==> src/hw/flc_defines.svh <==
// Register offsets, field positions, values and counts of the floppy control core
// Assumes a 32-bit classic Wishbone slave with byte addresses on adr[7:0]
`ifndef FLC_DEFINES_SVH
`define FLC_DEFINES_SVH

// ****************************************
// Register byte offsets
// ****************************************
`define FLC_OFS_DOR    8'h00
`define FLC_OFS_DSR    8'h04
`define FLC_OFS_MSR    8'h08
`define FLC_OFS_DATA   8'h0C
`define FLC_OFS_DRV    8'h10
`define FLC_OFS_CRF0   8'h14
`define FLC_OFS_SPEC   8'h18
`define FLC_OFS_CONF   8'h1C

// ****************************************
// Field positions
// ****************************************
`define FLC_DOR_RST    2
`define FLC_DOR_DMA    3
`define FLC_DOR_HEAD   4
`define FLC_DSR_PDOWN  6
`define FLC_DSR_RST    7
`define FLC_MSR_RQM    7
`define FLC_MSR_DIO    6
`define FLC_MSR_CB     4
`define FLC_MSR_EXEC   5
`define FLC_CMD_DIRWR  4
`define FLC_CMD_DATA   5
`define FLC_CONF_POLL  3

// ****************************************
// Values and counts
// ****************************************
`define FLC_MAX_PARAMS 4'h8
`define FLC_FIFO_DEPTH 5'h10
`define FLC_RES_LEN    2'h3
`define FLC_ST_INVALID 8'h80
`define FLC_ST_ABNORM  8'h40
`define FLC_ST_OVRUN   8'h10
`define FLC_RATE_HD    2'h0

`endif

==> src/hw/flc_pkg.sv <==
// Types of the floppy control core: phases, interface modes, state record
// Assumes flc_defines.svh is on the include path
package flc_pkg;

	// ****************************************
	// Phases and modes
	// ****************************************
	typedef enum logic [3:0] {
		PH_IDLE = 4'h1,
		PH_CMD  = 4'h2,
		PH_EXEC = 4'h4,
		PH_RES  = 4'h8
	} flc_phase_t;

	typedef enum logic [1:0] {
		MODE_FIRST  = 2'h0,
		MODE_SECOND = 2'h1,
		MODE_THIRD  = 2'h2
	} flc_mode_t;

	// ****************************************
	// Whole state of the core
	// ****************************************
	typedef struct packed {
		flc_phase_t       ph;
		logic [1:0]       ds;
		logic             dorRst;
		logic             dorDma;
		logic             head;
		logic [1:0]       rate;
		logic             pwrDown;
		logic             dsrRst;
		logic [1:0]       mode;
		logic             burst;
		logic             specDma;
		logic [7:0]       specTime;
		logic             fifoOff;
		logic [3:0]       thr;
		logic             pollOff;
		logic             polling;
		logic [15:0][7:0] mem;
		logic [3:0]       wp;
		logic [3:0]       rp;
		logic [4:0]       cnt;
		logic             request_for_master;
		logic             transfer_direction_flag;
		logic             cb;
		logic             irq;
		logic [3:0]       parLeft;
		logic             isData;
		logic             dirWr;
		logic [7:0]       end_of_track_sector;
		logic [7:0]       secCnt;
		logic             tcSeen;
		logic             abn;
		logic             ovr;
		logic             fin;
		logic             secInFifo;
		logic [7:0]       st0;
		logic [1:0]       resIdx;
		logic [1:0]       resLen;
		logic             req;
		logic             gap;
		logic [7:0]       dmaRd;
		logic [7:0]       diskWr;
		logic             ack;
		logic [31:0]      dat;
	} flc_state_t;

	localparam flc_state_t FLC_RST_STATE = '{
		ph: PH_IDLE, dorRst: 1'b1, fifoOff: 1'b1, default: '0};

endpackage : flc_pkg

==> src/hw/flc_core.sv <==
// Floppy control core: reset sources, interface modes, DMA FIFO, phases
// Assumes a classic Wishbone master, a DMA controller on dmaReq/dmaAck
// and a disk data path that streams bytes and marks sector ends.
//
// Overview of operation
// - Drive-state byte shows write-protect, track zero, head, drive select live
// - Pin, power-on, output-register and rate-register resets; all end power-down
// - Pin reset aborts everything and leaves the core idle
// - Leaving reset clears configuration, awaits a command, starts polling
// - Pin reset keeps specify values, sets output reset bit; host clears it
// - Software resets clear core and FIFO; rate bit self-clears, output bit wins
// - Interface mode comes from configuration bits 3:2
// - First mode: output DMA bit gates interrupt and DMA; density high
// - Second mode: DMA bit ignored, always enabled; density active low
// - Third mode: DMA bit gates interrupt and DMA; density active low
// - DMA requests need specify enable; burst mode from configuration bit 1
// - After reset enter command phase; host writes bytes in order
// - Request-for-master drops per byte, returns per parameter, phase advances
// - FIFO acts one byte deep after reset and in command phase
// - Threshold is field plus one, 1 to 16 bytes
// - Disk read: request at 16 minus threshold or sector end, drop when empty
// - Disk write: request on entering execution until FIFO full
// - Transfer ends on terminal count, overrun, underrun or end-of-track sector
// - Host stalling finishes the sector and reports abnormal termination
// - Result starts with interrupt; after last byte flags 1, 0, not busy
`timescale 1ns/1ps
`include "flc_defines.svh"

module flc_core
	import flc_pkg::*;
(
	input  wire logic        ref_clk,
	input  wire logic        rst,
	input  wire logic [7:0]  wb_adr_i,
	input  wire logic [31:0] wb_dat_i,
	output logic      [31:0] wb_dat_o,
	input  wire logic        wb_we_i,
	input  wire logic [3:0]  wb_sel_i,
	input  wire logic        wb_stb_i,
	input  wire logic        wb_cyc_i,
	output logic             wb_ack_o,
	input  wire logic        systemResetN,
	input  wire logic        writeProtIn,
	input  wire logic        trackZeroIn,
	output logic      [1:0]  driveSelectLines,
	output logic             headSideLine,
	output logic             densitySelect,
	output logic             pollingActive,
	output logic             interruptOut,
	output logic             dmaReq,
	input  wire logic        dmaAck,
	input  wire logic [7:0]  dmaWrData,
	output logic      [7:0]  dmaRdData,
	input  wire logic        terminalCountPulse,
	input  wire logic        diskRdValid,
	input  wire logic [7:0]  diskRdData,
	input  wire logic        diskSectorEnd,
	input  wire logic        diskWrTake,
	output logic      [7:0]  diskWrData
);

	// ****************************************
	// Helpers
	// ****************************************

	// Usable FIFO depth; one byte while the FIFO is off
	function automatic logic [4:0] fifoCap(input logic on);
		fifoCap = on ? `FLC_FIFO_DEPTH : 5'h01;
	endfunction : fifoCap

	// Service threshold in bytes
	function automatic logic [4:0] thrBytes(input logic on,
		input logic [3:0] fld);
		thrBytes = on ? {1'b0, fld} + 5'h01 : 5'h01;
	endfunction : thrBytes

	// ****************************************
	// State
	// ****************************************
	flc_state_t state_r;
	flc_state_t state_nxt;
	logic       acc;
	logic       wr;
	logic       rd;
	logic       gate;
	logic       fifoOn;
	logic       push;
	logic       pop;
	logic [7:0] pushData;
	logic [4:0] cap;
	logic [4:0] thrB;
	logic [4:0] lvl;
	logic [4:0] nc;
	logic [7:0] drvByte;
	logic [7:0] resByte;

	// Interrupt and DMA gate per interface mode
	assign gate = (state_r.mode == MODE_SECOND) | state_r.dorDma;

	// Drive-state byte assembled from the live pins
	assign drvByte = {1'b0, writeProtIn, 1'b1, trackZeroIn, 1'b1,
		state_r.head, state_r.ds};

	// Result byte selected by the read index
	always_comb begin
		unique case (state_r.resIdx)
			2'h0:    resByte = state_r.st0;
			2'h1:    resByte = state_r.ovr ? `FLC_ST_OVRUN : 8'h00;
			default: resByte = state_r.secCnt;
		endcase
	end

	// ****************************************
	// Next-state logic
	// ****************************************
	always_comb begin
		state_nxt = state_r;
		push = 1'b0;
		pop = 1'b0;
		pushData = diskRdData;
		nc = state_r.cnt;
		fifoOn = ~state_r.fifoOff & (state_r.ph == PH_EXEC);
		cap = fifoCap(fifoOn);
		thrB = thrBytes(fifoOn, state_r.thr);
		lvl = (cap > thrB) ? cap - thrB : 5'h01;
		if (!fifoOn) begin
			lvl = 5'h01;
		end

		// Classic slave answers one cycle after the strobe
		state_nxt.ack = wb_cyc_i & wb_stb_i & ~state_r.ack;
		acc = state_nxt.ack;
		wr = acc & wb_we_i;
		rd = acc & ~wb_we_i;
		state_nxt.dsrRst = 1'b0;
		state_nxt.gap = 1'b0;

		// Read mux; unmapped offsets read zero
		state_nxt.dat = 32'h0000_0000;
		if (rd) begin
			unique case (wb_adr_i)
				`FLC_OFS_DOR: state_nxt.dat[7:0] = {3'h0, state_r.head,
					state_r.dorDma, state_r.dorRst, state_r.ds};
				`FLC_OFS_DSR: state_nxt.dat[7:0] = {1'b0,
					state_r.pwrDown, 4'h0, state_r.rate};
				`FLC_OFS_MSR: state_nxt.dat[7:0] = {state_r.request_for_master,
					state_r.transfer_direction_flag, state_r.ph == PH_EXEC, state_r.cb, 4'h0};
				`FLC_OFS_DATA: state_nxt.dat[7:0] =
					(state_r.ph == PH_RES) ? resByte : 8'h00;
				`FLC_OFS_DRV: state_nxt.dat[7:0] = drvByte;
				`FLC_OFS_CRF0: state_nxt.dat[7:0] = {4'h0,
					state_r.mode, state_r.burst, 1'b0};
				`FLC_OFS_SPEC: state_nxt.dat[15:0] = {state_r.specTime,
					7'h00, state_r.specDma};
				`FLC_OFS_CONF: state_nxt.dat[8:0] = {state_r.polling,
					state_r.thr, state_r.pollOff, 2'h0, state_r.fifoOff};
				default: state_nxt.dat = 32'h0000_0000;
			endcase
		end

		// Register writes, low lane then second lane
		if (wr && wb_sel_i[0]) begin
			unique case (wb_adr_i)
				`FLC_OFS_DOR: begin
					state_nxt.ds = wb_dat_i[1:0];
					state_nxt.dorRst = wb_dat_i[`FLC_DOR_RST];
					state_nxt.dorDma = wb_dat_i[`FLC_DOR_DMA];
					state_nxt.head = wb_dat_i[`FLC_DOR_HEAD];
				end
				`FLC_OFS_DSR: begin
					state_nxt.rate = wb_dat_i[1:0];
					state_nxt.pwrDown = wb_dat_i[`FLC_DSR_PDOWN];
					state_nxt.dsrRst = wb_dat_i[`FLC_DSR_RST];
				end
				`FLC_OFS_CRF0: begin
					state_nxt.mode = wb_dat_i[3:2];
					state_nxt.burst = wb_dat_i[1];
				end
				`FLC_OFS_SPEC: state_nxt.specDma = wb_dat_i[0];
				`FLC_OFS_CONF: begin
					state_nxt.fifoOff = wb_dat_i[0];
					state_nxt.pollOff = wb_dat_i[`FLC_CONF_POLL];
					state_nxt.thr = wb_dat_i[7:4];
					state_nxt.polling = state_r.polling
						& ~wb_dat_i[`FLC_CONF_POLL];
				end
				default: ;
			endcase
		end
		if (wr && wb_sel_i[1] && wb_adr_i == `FLC_OFS_SPEC) begin
			state_nxt.specTime = wb_dat_i[15:8];
		end

		// Core reset: output bit held, rate bit for one cycle
		if (state_nxt.dorRst || state_nxt.dsrRst) begin
			state_nxt.ph = PH_IDLE;
			state_nxt.cnt = 5'h00;
			state_nxt.wp = 4'h0;
			state_nxt.rp = 4'h0;
			state_nxt.request_for_master = 1'b0;
			state_nxt.transfer_direction_flag = 1'b0;
			state_nxt.cb = 1'b0;
			state_nxt.irq = 1'b0;
			state_nxt.req = 1'b0;
			state_nxt.pwrDown = 1'b0;
			state_nxt.fifoOff = 1'b1;
			state_nxt.thr = 4'h0;
			state_nxt.pollOff = 1'b0;
			state_nxt.polling = 1'b0;
		end else begin
			unique case (state_r.ph)
				// Leaving reset: wait for a command, polling on
				PH_IDLE: begin
					state_nxt.ph = PH_CMD;
					state_nxt.request_for_master = 1'b1;
					state_nxt.polling = 1'b1;
				end

				// Command bytes, one per request-for-master
				PH_CMD: begin
					if (wr && wb_adr_i == `FLC_OFS_DATA && state_r.request_for_master
						&& !state_r.transfer_direction_flag) begin
						state_nxt.request_for_master = 1'b0;
						state_nxt.cb = 1'b1;
						if (!state_r.cb) begin
							state_nxt.isData = wb_dat_i[`FLC_CMD_DATA];
							state_nxt.dirWr = wb_dat_i[`FLC_CMD_DIRWR];
							state_nxt.parLeft = wb_dat_i[3:0];
							state_nxt.st0 = {2'h0, 3'h0, state_r.head,
								state_r.ds};
							if (wb_dat_i[3:0] > `FLC_MAX_PARAMS) begin
								// Illegal: no further request, one byte
								state_nxt.ph = PH_RES;
								state_nxt.st0 = `FLC_ST_INVALID;
								state_nxt.resLen = 2'h1;
								state_nxt.resIdx = 2'h0;
								state_nxt.request_for_master = 1'b1;
								state_nxt.transfer_direction_flag = 1'b1;
								state_nxt.irq = 1'b1;
							end
						end else begin
							state_nxt.parLeft = state_r.parLeft - 4'h1;
							state_nxt.end_of_track_sector = wb_dat_i[7:0]; // last = end sector
						end
					end else if (state_r.cb && !state_r.request_for_master) begin
						if (state_r.parLeft != 4'h0) begin
							state_nxt.request_for_master = 1'b1;
						end else if (state_r.isData) begin
							state_nxt.ph = PH_EXEC;
							state_nxt.req = state_r.dirWr;
							state_nxt.secCnt = 8'h00;
							state_nxt.tcSeen = 1'b0;
							state_nxt.abn = 1'b0;
							state_nxt.ovr = 1'b0;
							state_nxt.fin = 1'b0;
							state_nxt.secInFifo = 1'b0;
						end else begin
							state_nxt.ph = PH_RES;
							state_nxt.resLen = `FLC_RES_LEN;
							state_nxt.resIdx = 2'h0;
							state_nxt.request_for_master = 1'b1;
							state_nxt.transfer_direction_flag = 1'b1;
							state_nxt.irq = 1'b1;
						end
					end
				end

				// Data transfer through the FIFO
				PH_EXEC: begin
					if (state_r.dirWr) begin
						push = dmaAck && state_r.cnt < cap;
						pushData = dmaWrData;
						if (diskWrTake) begin
							if (state_r.cnt != 5'h00) begin
								pop = 1'b1;
								state_nxt.diskWr = state_r.mem[state_r.rp];
							end else begin
								state_nxt.diskWr = 8'h00;
								state_nxt.abn = 1'b1;
								state_nxt.ovr = 1'b1;
							end
						end
					end else begin
						if (diskRdValid) begin
							push = state_r.cnt < cap;
							if (state_r.cnt >= cap) begin
								state_nxt.abn = 1'b1;
								state_nxt.ovr = 1'b1;
							end
						end
						if (dmaAck && state_r.cnt != 5'h00) begin
							pop = 1'b1;
							state_nxt.dmaRd = state_r.mem[state_r.rp];
						end
					end
					if (push) begin
						state_nxt.mem[state_r.wp] = pushData;
						state_nxt.wp = state_r.wp + 4'h1;
					end
					if (pop) begin
						state_nxt.rp = state_r.rp + 4'h1;
					end
					nc = state_r.cnt + {4'h0, push} - {4'h0, pop};
					state_nxt.cnt = nc;

					// Single transfer mode drops the request per byte
					state_nxt.gap = dmaAck & ~state_r.burst;

					if (terminalCountPulse) begin
						state_nxt.tcSeen = 1'b1;
					end
					if (diskSectorEnd) begin
						state_nxt.secCnt = state_r.secCnt + 8'h01;
						state_nxt.secInFifo = ~state_r.dirWr;
						if (state_r.tcSeen || terminalCountPulse
							|| state_nxt.abn
							|| state_r.secCnt + 8'h01 == state_r.end_of_track_sector) begin
							state_nxt.fin = 1'b1;
						end
					end

					// Request levels per direction
					if (state_r.dirWr) begin
						if (nc >= cap) begin
							state_nxt.req = 1'b0;
						end else if (cap - nc >= thrB) begin
							state_nxt.req = 1'b1;
						end
						if (state_nxt.tcSeen || state_nxt.fin) begin
							state_nxt.req = 1'b0;
						end
					end else begin
						if (nc >= lvl || (state_nxt.secInFifo
							&& nc != 5'h00)) begin
							state_nxt.req = 1'b1;
						end
						if (nc == 5'h00) begin
							state_nxt.req = 1'b0;
							state_nxt.secInFifo = 1'b0;
						end
					end

					// Finish once the read data is drained, or at once on abnormal end
					if (state_r.fin && (state_r.dirWr || nc == 5'h00
						|| state_r.abn)) begin
						state_nxt.ph = PH_RES;
						state_nxt.req = 1'b0;
						state_nxt.cnt = 5'h00;
						state_nxt.wp = 4'h0;
						state_nxt.rp = 4'h0;
						state_nxt.st0 = state_r.st0 | (state_r.abn
							? `FLC_ST_ABNORM : 8'h00);
						state_nxt.resLen = `FLC_RES_LEN;
						state_nxt.resIdx = 2'h0;
						state_nxt.request_for_master = 1'b1;
						state_nxt.transfer_direction_flag = 1'b1;
						state_nxt.irq = 1'b1;
					end
				end

				// Result bytes read out in order
				PH_RES: begin
					if (rd && wb_adr_i == `FLC_OFS_DATA && state_r.request_for_master
						&& state_r.transfer_direction_flag) begin
						state_nxt.irq = 1'b0;
						state_nxt.resIdx = state_r.resIdx + 2'h1;
						if (state_r.resIdx + 2'h1 == state_r.resLen) begin
							state_nxt.ph = PH_CMD;
							state_nxt.request_for_master = 1'b1;
							state_nxt.transfer_direction_flag = 1'b0;
							state_nxt.cb = 1'b0;
						end
					end
				end
				default: state_nxt.ph = PH_IDLE;
			endcase
		end

		// Pin reset clears all but the specify values
		if (!systemResetN) begin
			state_nxt = FLC_RST_STATE;
			state_nxt.specDma = state_r.specDma;
			state_nxt.specTime = state_r.specTime;
		end
	end

	// ****************************************
	// State register
	// ****************************************
	// Power-on reset clears everything, specify values included
	always_ff @(posedge ref_clk or posedge rst) begin
		if (rst) begin
			state_r <= FLC_RST_STATE;
		end else begin
			state_r <= state_nxt;
		end
	end

	// ****************************************
	// Outputs
	// ****************************************
	assign wb_ack_o = state_r.ack;
	assign wb_dat_o = state_r.dat;
	assign driveSelectLines = state_r.ds;
	assign headSideLine = state_r.head;
	assign pollingActive = state_r.polling;
	assign dmaRdData = state_r.dmaRd;
	assign diskWrData = state_r.diskWr;

	// Request only while specify enabled and the mode gate is open
	assign dmaReq = state_r.req & ~state_r.gap & state_r.specDma
		& gate & (state_r.ph == PH_EXEC);
	assign interruptOut = state_r.irq & gate;

	// Density polarity: high in the first mode and for mode value 3
	assign densitySelect = (state_r.mode == MODE_SECOND
		|| state_r.mode == MODE_THIRD)
		? state_r.rate != `FLC_RATE_HD
		: state_r.rate == `FLC_RATE_HD;

endmodule : flc_core

==> config.mk <==
export PLATFORM = sky130hd
export DESIGN_NAME = flc_core
export DESIGN_NICKNAME = d
export VERILOG_FILES = /design/src/hw/flc_pkg.sv /design/src/hw/flc_core.sv
export VERILOG_INCLUDE_DIRS = /design/src /design/src/hw
export SDC_FILE = /design/constraint.sdc
export NUM_CORES = 1
export LEC_CHECK = 0
export BUFFER_PORTS_ARGS = -buffer_cell sky130_fd_sc_hd__clkbuf_2
export CORE_ASPECT_RATIO = 0.9
export CORE_MARGIN = 2
export CORE_UTILIZATION = 30
export DETAILED_ROUTE_END_ITERATION = 8
export SLEW_MARGIN = 15
export SYNTH_ARGS = -nofsm -noshare
export SYNTH_HDL_FRONTEND = slang
export SYNTH_SLANG_ARGS = --single-unit
==> constraint.sdc <==
create_clock -name ref_clk -period 8.69 [get_ports ref_clk]
set_clock_uncertainty 0.1 [all_clocks]
set_input_delay 0.869 -clock ref_clk [delete_from_list [all_inputs] [get_ports ref_clk]]
set_output_delay 0.869 -clock ref_clk [all_outputs]
set_load 0.005 [all_outputs]
# Word level (Yosys, flattened, before mapping)
# Index checks and enable logic that the tools add are counted.
# word_totals
ff_bits	266
input_bits	73
output_inout_bits	56
elab_cells	376
# op_classes
n_addsub	10
order_cmp	10
eq_ne	79
muxes	137
n_bitwise	21
reduce_logical	62
# ops
op	n
two-way mux 267 bit	1
two-way mux 141 bit	1
two-way mux 132 bit	1
bitwise mux 128 bit	1
two-way mux 128 bit	1
two-way mux 8 bit	15
two-way mux 13 bit	6
two-way mux 4 bit	16
case mux 8 bit (8 select lines)	1
inequality test 4 bit (second input constant)	15
two-way mux 17 bit	3
case mux 21 bit (2 select lines)	1
two-way mux 1 bit	40
two-way mux 5 bit	8
two-way mux 39 bit	1
two-way mux 2 bit	17
binary-select mux 8 bit (select 4 bit)	1
demux 8 bit (select 4 bit)	1
== test 8 x 5 -> 1 bit (second input constant)	4
two-way mux 14 bit	2
two-way mux 7 bit	4
inequality test 4 x 1 -> 1 bit (second input constant)	7
inequality test 5 bit (second input constant)	5
two-way mux 12 bit	2
68 further kinds	165

# Depth between registers and ports, before layout
# depth
ltp_word	24
depth_mapped	24
ltp_nobuf	23

# Worst setup path before layout
# Ideal clock, no wire load.
# synth_path
kind	register -> register
startpoint	register state_r[264] (netlist bit)
endpoint	register state_r[50] (netlist bit)
arrival_ns	5.792
t_required_ns	8.465
slack_ns	2.673
path_stages_with_launch	25
path_buffers	1
synth_period_minus_slack_ns	6.017
cell_sequence	dfrtp_1 -> or4b_2 -> clkbuf_1 -> nor2_1 -> inv_1 -> ha_1 -> inv_1 -> a31oi_1 -> nor3_1 -> inv_1 -> ha_1 -> inv_1 -> ha_1 -> fa_1 -> nand2b_1 -> a21oi_1 -> xnor2_1 -> ha_1 -> xnor2_1 -> ha_1 -> o21a_1 -> a21oi_1 -> nand4_1 -> a2bb2oi_1 -> mux2_2
# synth_via
elab_chain_len	22
# synth_lines
item	line	rtl
from (decl)	flc_core.sv:80	flc_state_t state_r;
from (signal assigned)	flc_core.sv:395	state_r <= state_nxt;
parallel branches: the longest is 22 deep, another holds < comparator 5 bit	-	
# Several ways; the timed one is not identified. The select of a mux whose other input is x is not followed.
# A chain may end at the register's enable or synchronous reset.

# Worst setup path in the final report
# Same ends and word-level chain as after synthesis.

==> results.json <==
{
  "area_delta_synth_final_pct": 12.2,
  "tightest_slew_ps": 1040,
  "die-height_um": 205,
  "track_usage": 0.160,
  "drtIter0Drc": 999,
  "rsz0062_at_grt": "no",
  "use_met1": 0.235,
  "power_mw": 2.55,
  "status": "complete, no violations",
  "power.internal_mw": 1.92,
  "cts_tree": "done",
  "ys_top_cells_by_count": "dfrtp_1, o2bb2ai_1, nand2_1",
  "dieArea_um2": 46700,
  "clock-root-buffer": "clkbuf_16",
  "slowest_delay_ps": 940,
  "cts_max_level": 1,
  "worstSetupPathType": "flop to flop",
  "clock_latency_ps": 560,
  "ys_ff_latch": 247,
  "place_ws_ps": 1520,
  "reg2reg_from": "state_r[264]",
  "synth_area_leaders": "dfrtp_1, o2bb2ai_1, mux4_2",
  "slew_headroom": 0.303,
  "initial_core_util": 0.304,
  "grt_most_used_layer": "met2",
  "cp_max_fo": 13,
  "crit_start": "state_r[264]",
  "cap_violations": 0,
  "p_sw_frac": 0.247,
  "syn-instance-count": 1234,
  "cts_buffer_depth": 3,
  "netlist_area_um2": 13500,
  "use_met3": 0.0221,
  "yosysUniqueCellTypes": 78,
  "ys_async_sr_fraction": 1.00,
  "fin_setup_tns_ps": 0,
  "finalSetupViolations": 0,
  "seqPwrFrac": 0.460,
  "setup_ws_ps": 1480,
  "yosys_most_used_dff": "dfrtp_1",
  "min-delay-path-class": "input port to asynchronous set/reset pin",
  "cp.required_ps": 9020,
  "drv_slew": 0,
  "dp.final_hpwl_um": 25700,
  "grtUsageMet2": 0.249,
  "ant_nets": 0,
  "synth.top_cell.area_share": 0.453,
  "grt_pass1_wl_um": 59100,
  "drc": 0,
  "die_w_um": 227,
  "syn_avg_cell_area_um2": 10.9,
  "fmax_ghz": 0.139,
  "seqCellArea_um2": 6190,
  "ctsResizeCount": 0,
  "whs_ps": 379,
  "wl_per_cell_um": 19.5,
  "fin_nets": 1378,
  "synth_edf_count": 0,
  "core_area_um2": 44300,
  "period_share": 0.830,
  "p_leak_nw": 6.62,
  "start_kind": "flop",
  "path_cells": "or4b_2 > nor2_1 > inv_1 > ha_1 > inv_1 > a31oi_1 > nor3_1 > inv_1 > ha_1 > inv_1 > ha_1 > fa_1 > nand2b_1 > a21oi_1 > xnor2_1 > ha_1 > xnor2_1 > ha_1 > o21a_1 > a21oi_1 > nand4_1 > a2bb2oi_1 > mux2_2",
  "cts_buffers": 27,
  "pwr_density_cell_nw_per_um2": 168,
  "vias": 10300,
  "gp_congestion": 0.851,
  "peakVddDrop_uv": 125,
  "final-hold-violation-count": 0,
  "power.switching_uw": 628,
  "clkTransAtPathRegs_ps": 70,
  "numPortBuffers": 94,
  "first_global_vias": 10000,
  "routed_via_density": 5.44,
  "synth_most_common_cell": "dfrtp_1",
  "antenna_found_initial": 1,
  "dr.pass1.iters": 5,
  "row_count": 73,
  "cpMostUsedCell": "ha_1",
  "io_pins": 129,
  "postCtsSetupBuffers": 0,
  "yosysSeqAreaShare": 0.459,
  "drive_gt1_frac": 0.208,
  "end_kind": "flop",
  "fin_crit_ps": 7210,
  "cp_slowest_cell": "or4b_2",
  "yosys_warnings": 0,
  "wl_um": 36900,
  "fillers": 4404,
  "yosysTopAreaCell": "dfrtp_1",
  "hold_buffers": 0,
  "grt_max_degree": 128,
  "critPathArrivalTime_ps": 7540,
  "diodes": 0,
  "power_frac_comb": 0.067,
  "clock-sinks": 247,
  "multi_input_area_um2": 6530,
  "gr-total-overflow": 0,
  "clock_power_share": 0.473
}
-- critical path: cells and delay by family (launching register included) --
family / cells / cell delay (ps)
xor gates and xnor gates: 2 / 620
DFF: 1 / 440
buffers and inverters: 4 / 540
and+or+nand+nor: 5 / 2310
muxes: 1 / 350
AOI/OAI and AO/OA: 5 / 670
adders and majority gates: 6 / 2030
-- cell families after synthesis --
logic type / share of synthesized area
buffers and inverters: 0.0624
other: 0.000278
AO/OA/AOI/OAI: 0.189
flip-flops: 0.459
AND/OR/NAND/NOR: 0.132
adder cells (fa/ha/maj): 0.0340
XOR/XNOR: 0.0167
multiplexers: 0.108
-- path summary, 6_finish.rpt --
| check | end | slack [ps] | cells after the start |
|---|---|---|---|
| min in group ref_clk | diskWrData[7] | 380 | 2 |
| setup / recovery | state_r[50] | 1480 | 23 |
| setup reg to reg | state_r[50] | 1480 | 23 |
| hold reg to reg | diskWrData[7] | 380 | 2 |
| max in group asynchronous | state_r[178] | 6580 | 3 |
| hold / removal | state_r[246] | 380 | 2 |
-- power by group through the flow --
stage	logic [mW]	clock network (mW)	registers, mW
CTS	0.172	1.22	1.17
global route	0.188	1.27	1.17
detailed placement	0.172	0	1.19
global placement	0.169	0	1.19
finish	0.171	1.20	1.17
floorplan	0.119	0	1.19
-- cells in the final DEF, fill, tap and decap left out, types with 8 or more instances in the layout --
cell type    n
o31ai_1     14
a21oi_1     38
inv_1       41
nor3b_1      8
o22ai_1      8
and2_1      15
xor2_1      11
clkbuf_16   27
buf_4       13
and3_1      24
nand3_1     35
xnor2_1     12
a32o_1      13
nor2_1      56
nor3_1      11
a211oi_1     8
a22oi_1      9
mux4_2      40
a31oi_1     12
dfrtp_1    242
nand2_2     10
o21ai_0     58
nand2b_1    11
nand2_1    112
mux2i_1     20
nor2b_1      8
conb_1      16
mux2_2      31
o2bb2ai_1  115
a21o_1      10
ha_1        35
clkbuf_2    94
-- through the flow --
stage          std cells  utilization  instance area [um^2]
2_1_floorplan       1249            -                 13500
6_report            1890        0.341                 15100
3_3_place_gp        1840        0.321                 14200
4_1_cts             1890        0.341                 15100
3_5_place_dp        1840        0.321                 14200
5_1_grt             1890        0.341                 15100
-- area by class of cell --
| type | instances | share of cell area |
|---|---|---|
| multi-input combinational | 843 | 0.431 |
| sequential | 247 | 0.409 |
| tap | 600 | 0.0496 |
| clock buffer | 31 | 0.0463 |
| timing repair buffer | 107 | 0.0376 |
| clock inverter | 19 | 0.0148 |
| inverter | 43 | 0.0112 |
-- routing by layer --
metal	part of all wire	up-vias
met3	0.058	48
met2	0.46	315
met5	0	-
met4	0.019	0
li1	-	4634
met1	0.46	5281
-- state kept, by name, summed over array words and instances, names as in the netlist --
name / flops
headSideLine: 1
wb_ack_o: 1
driveSelectLines: 2
diskWrData: 8
pollingActive: 1
wb_dat_o: 16
dmaRdData: 8
state_r: 210
Power figures use the tool's default switching activity.
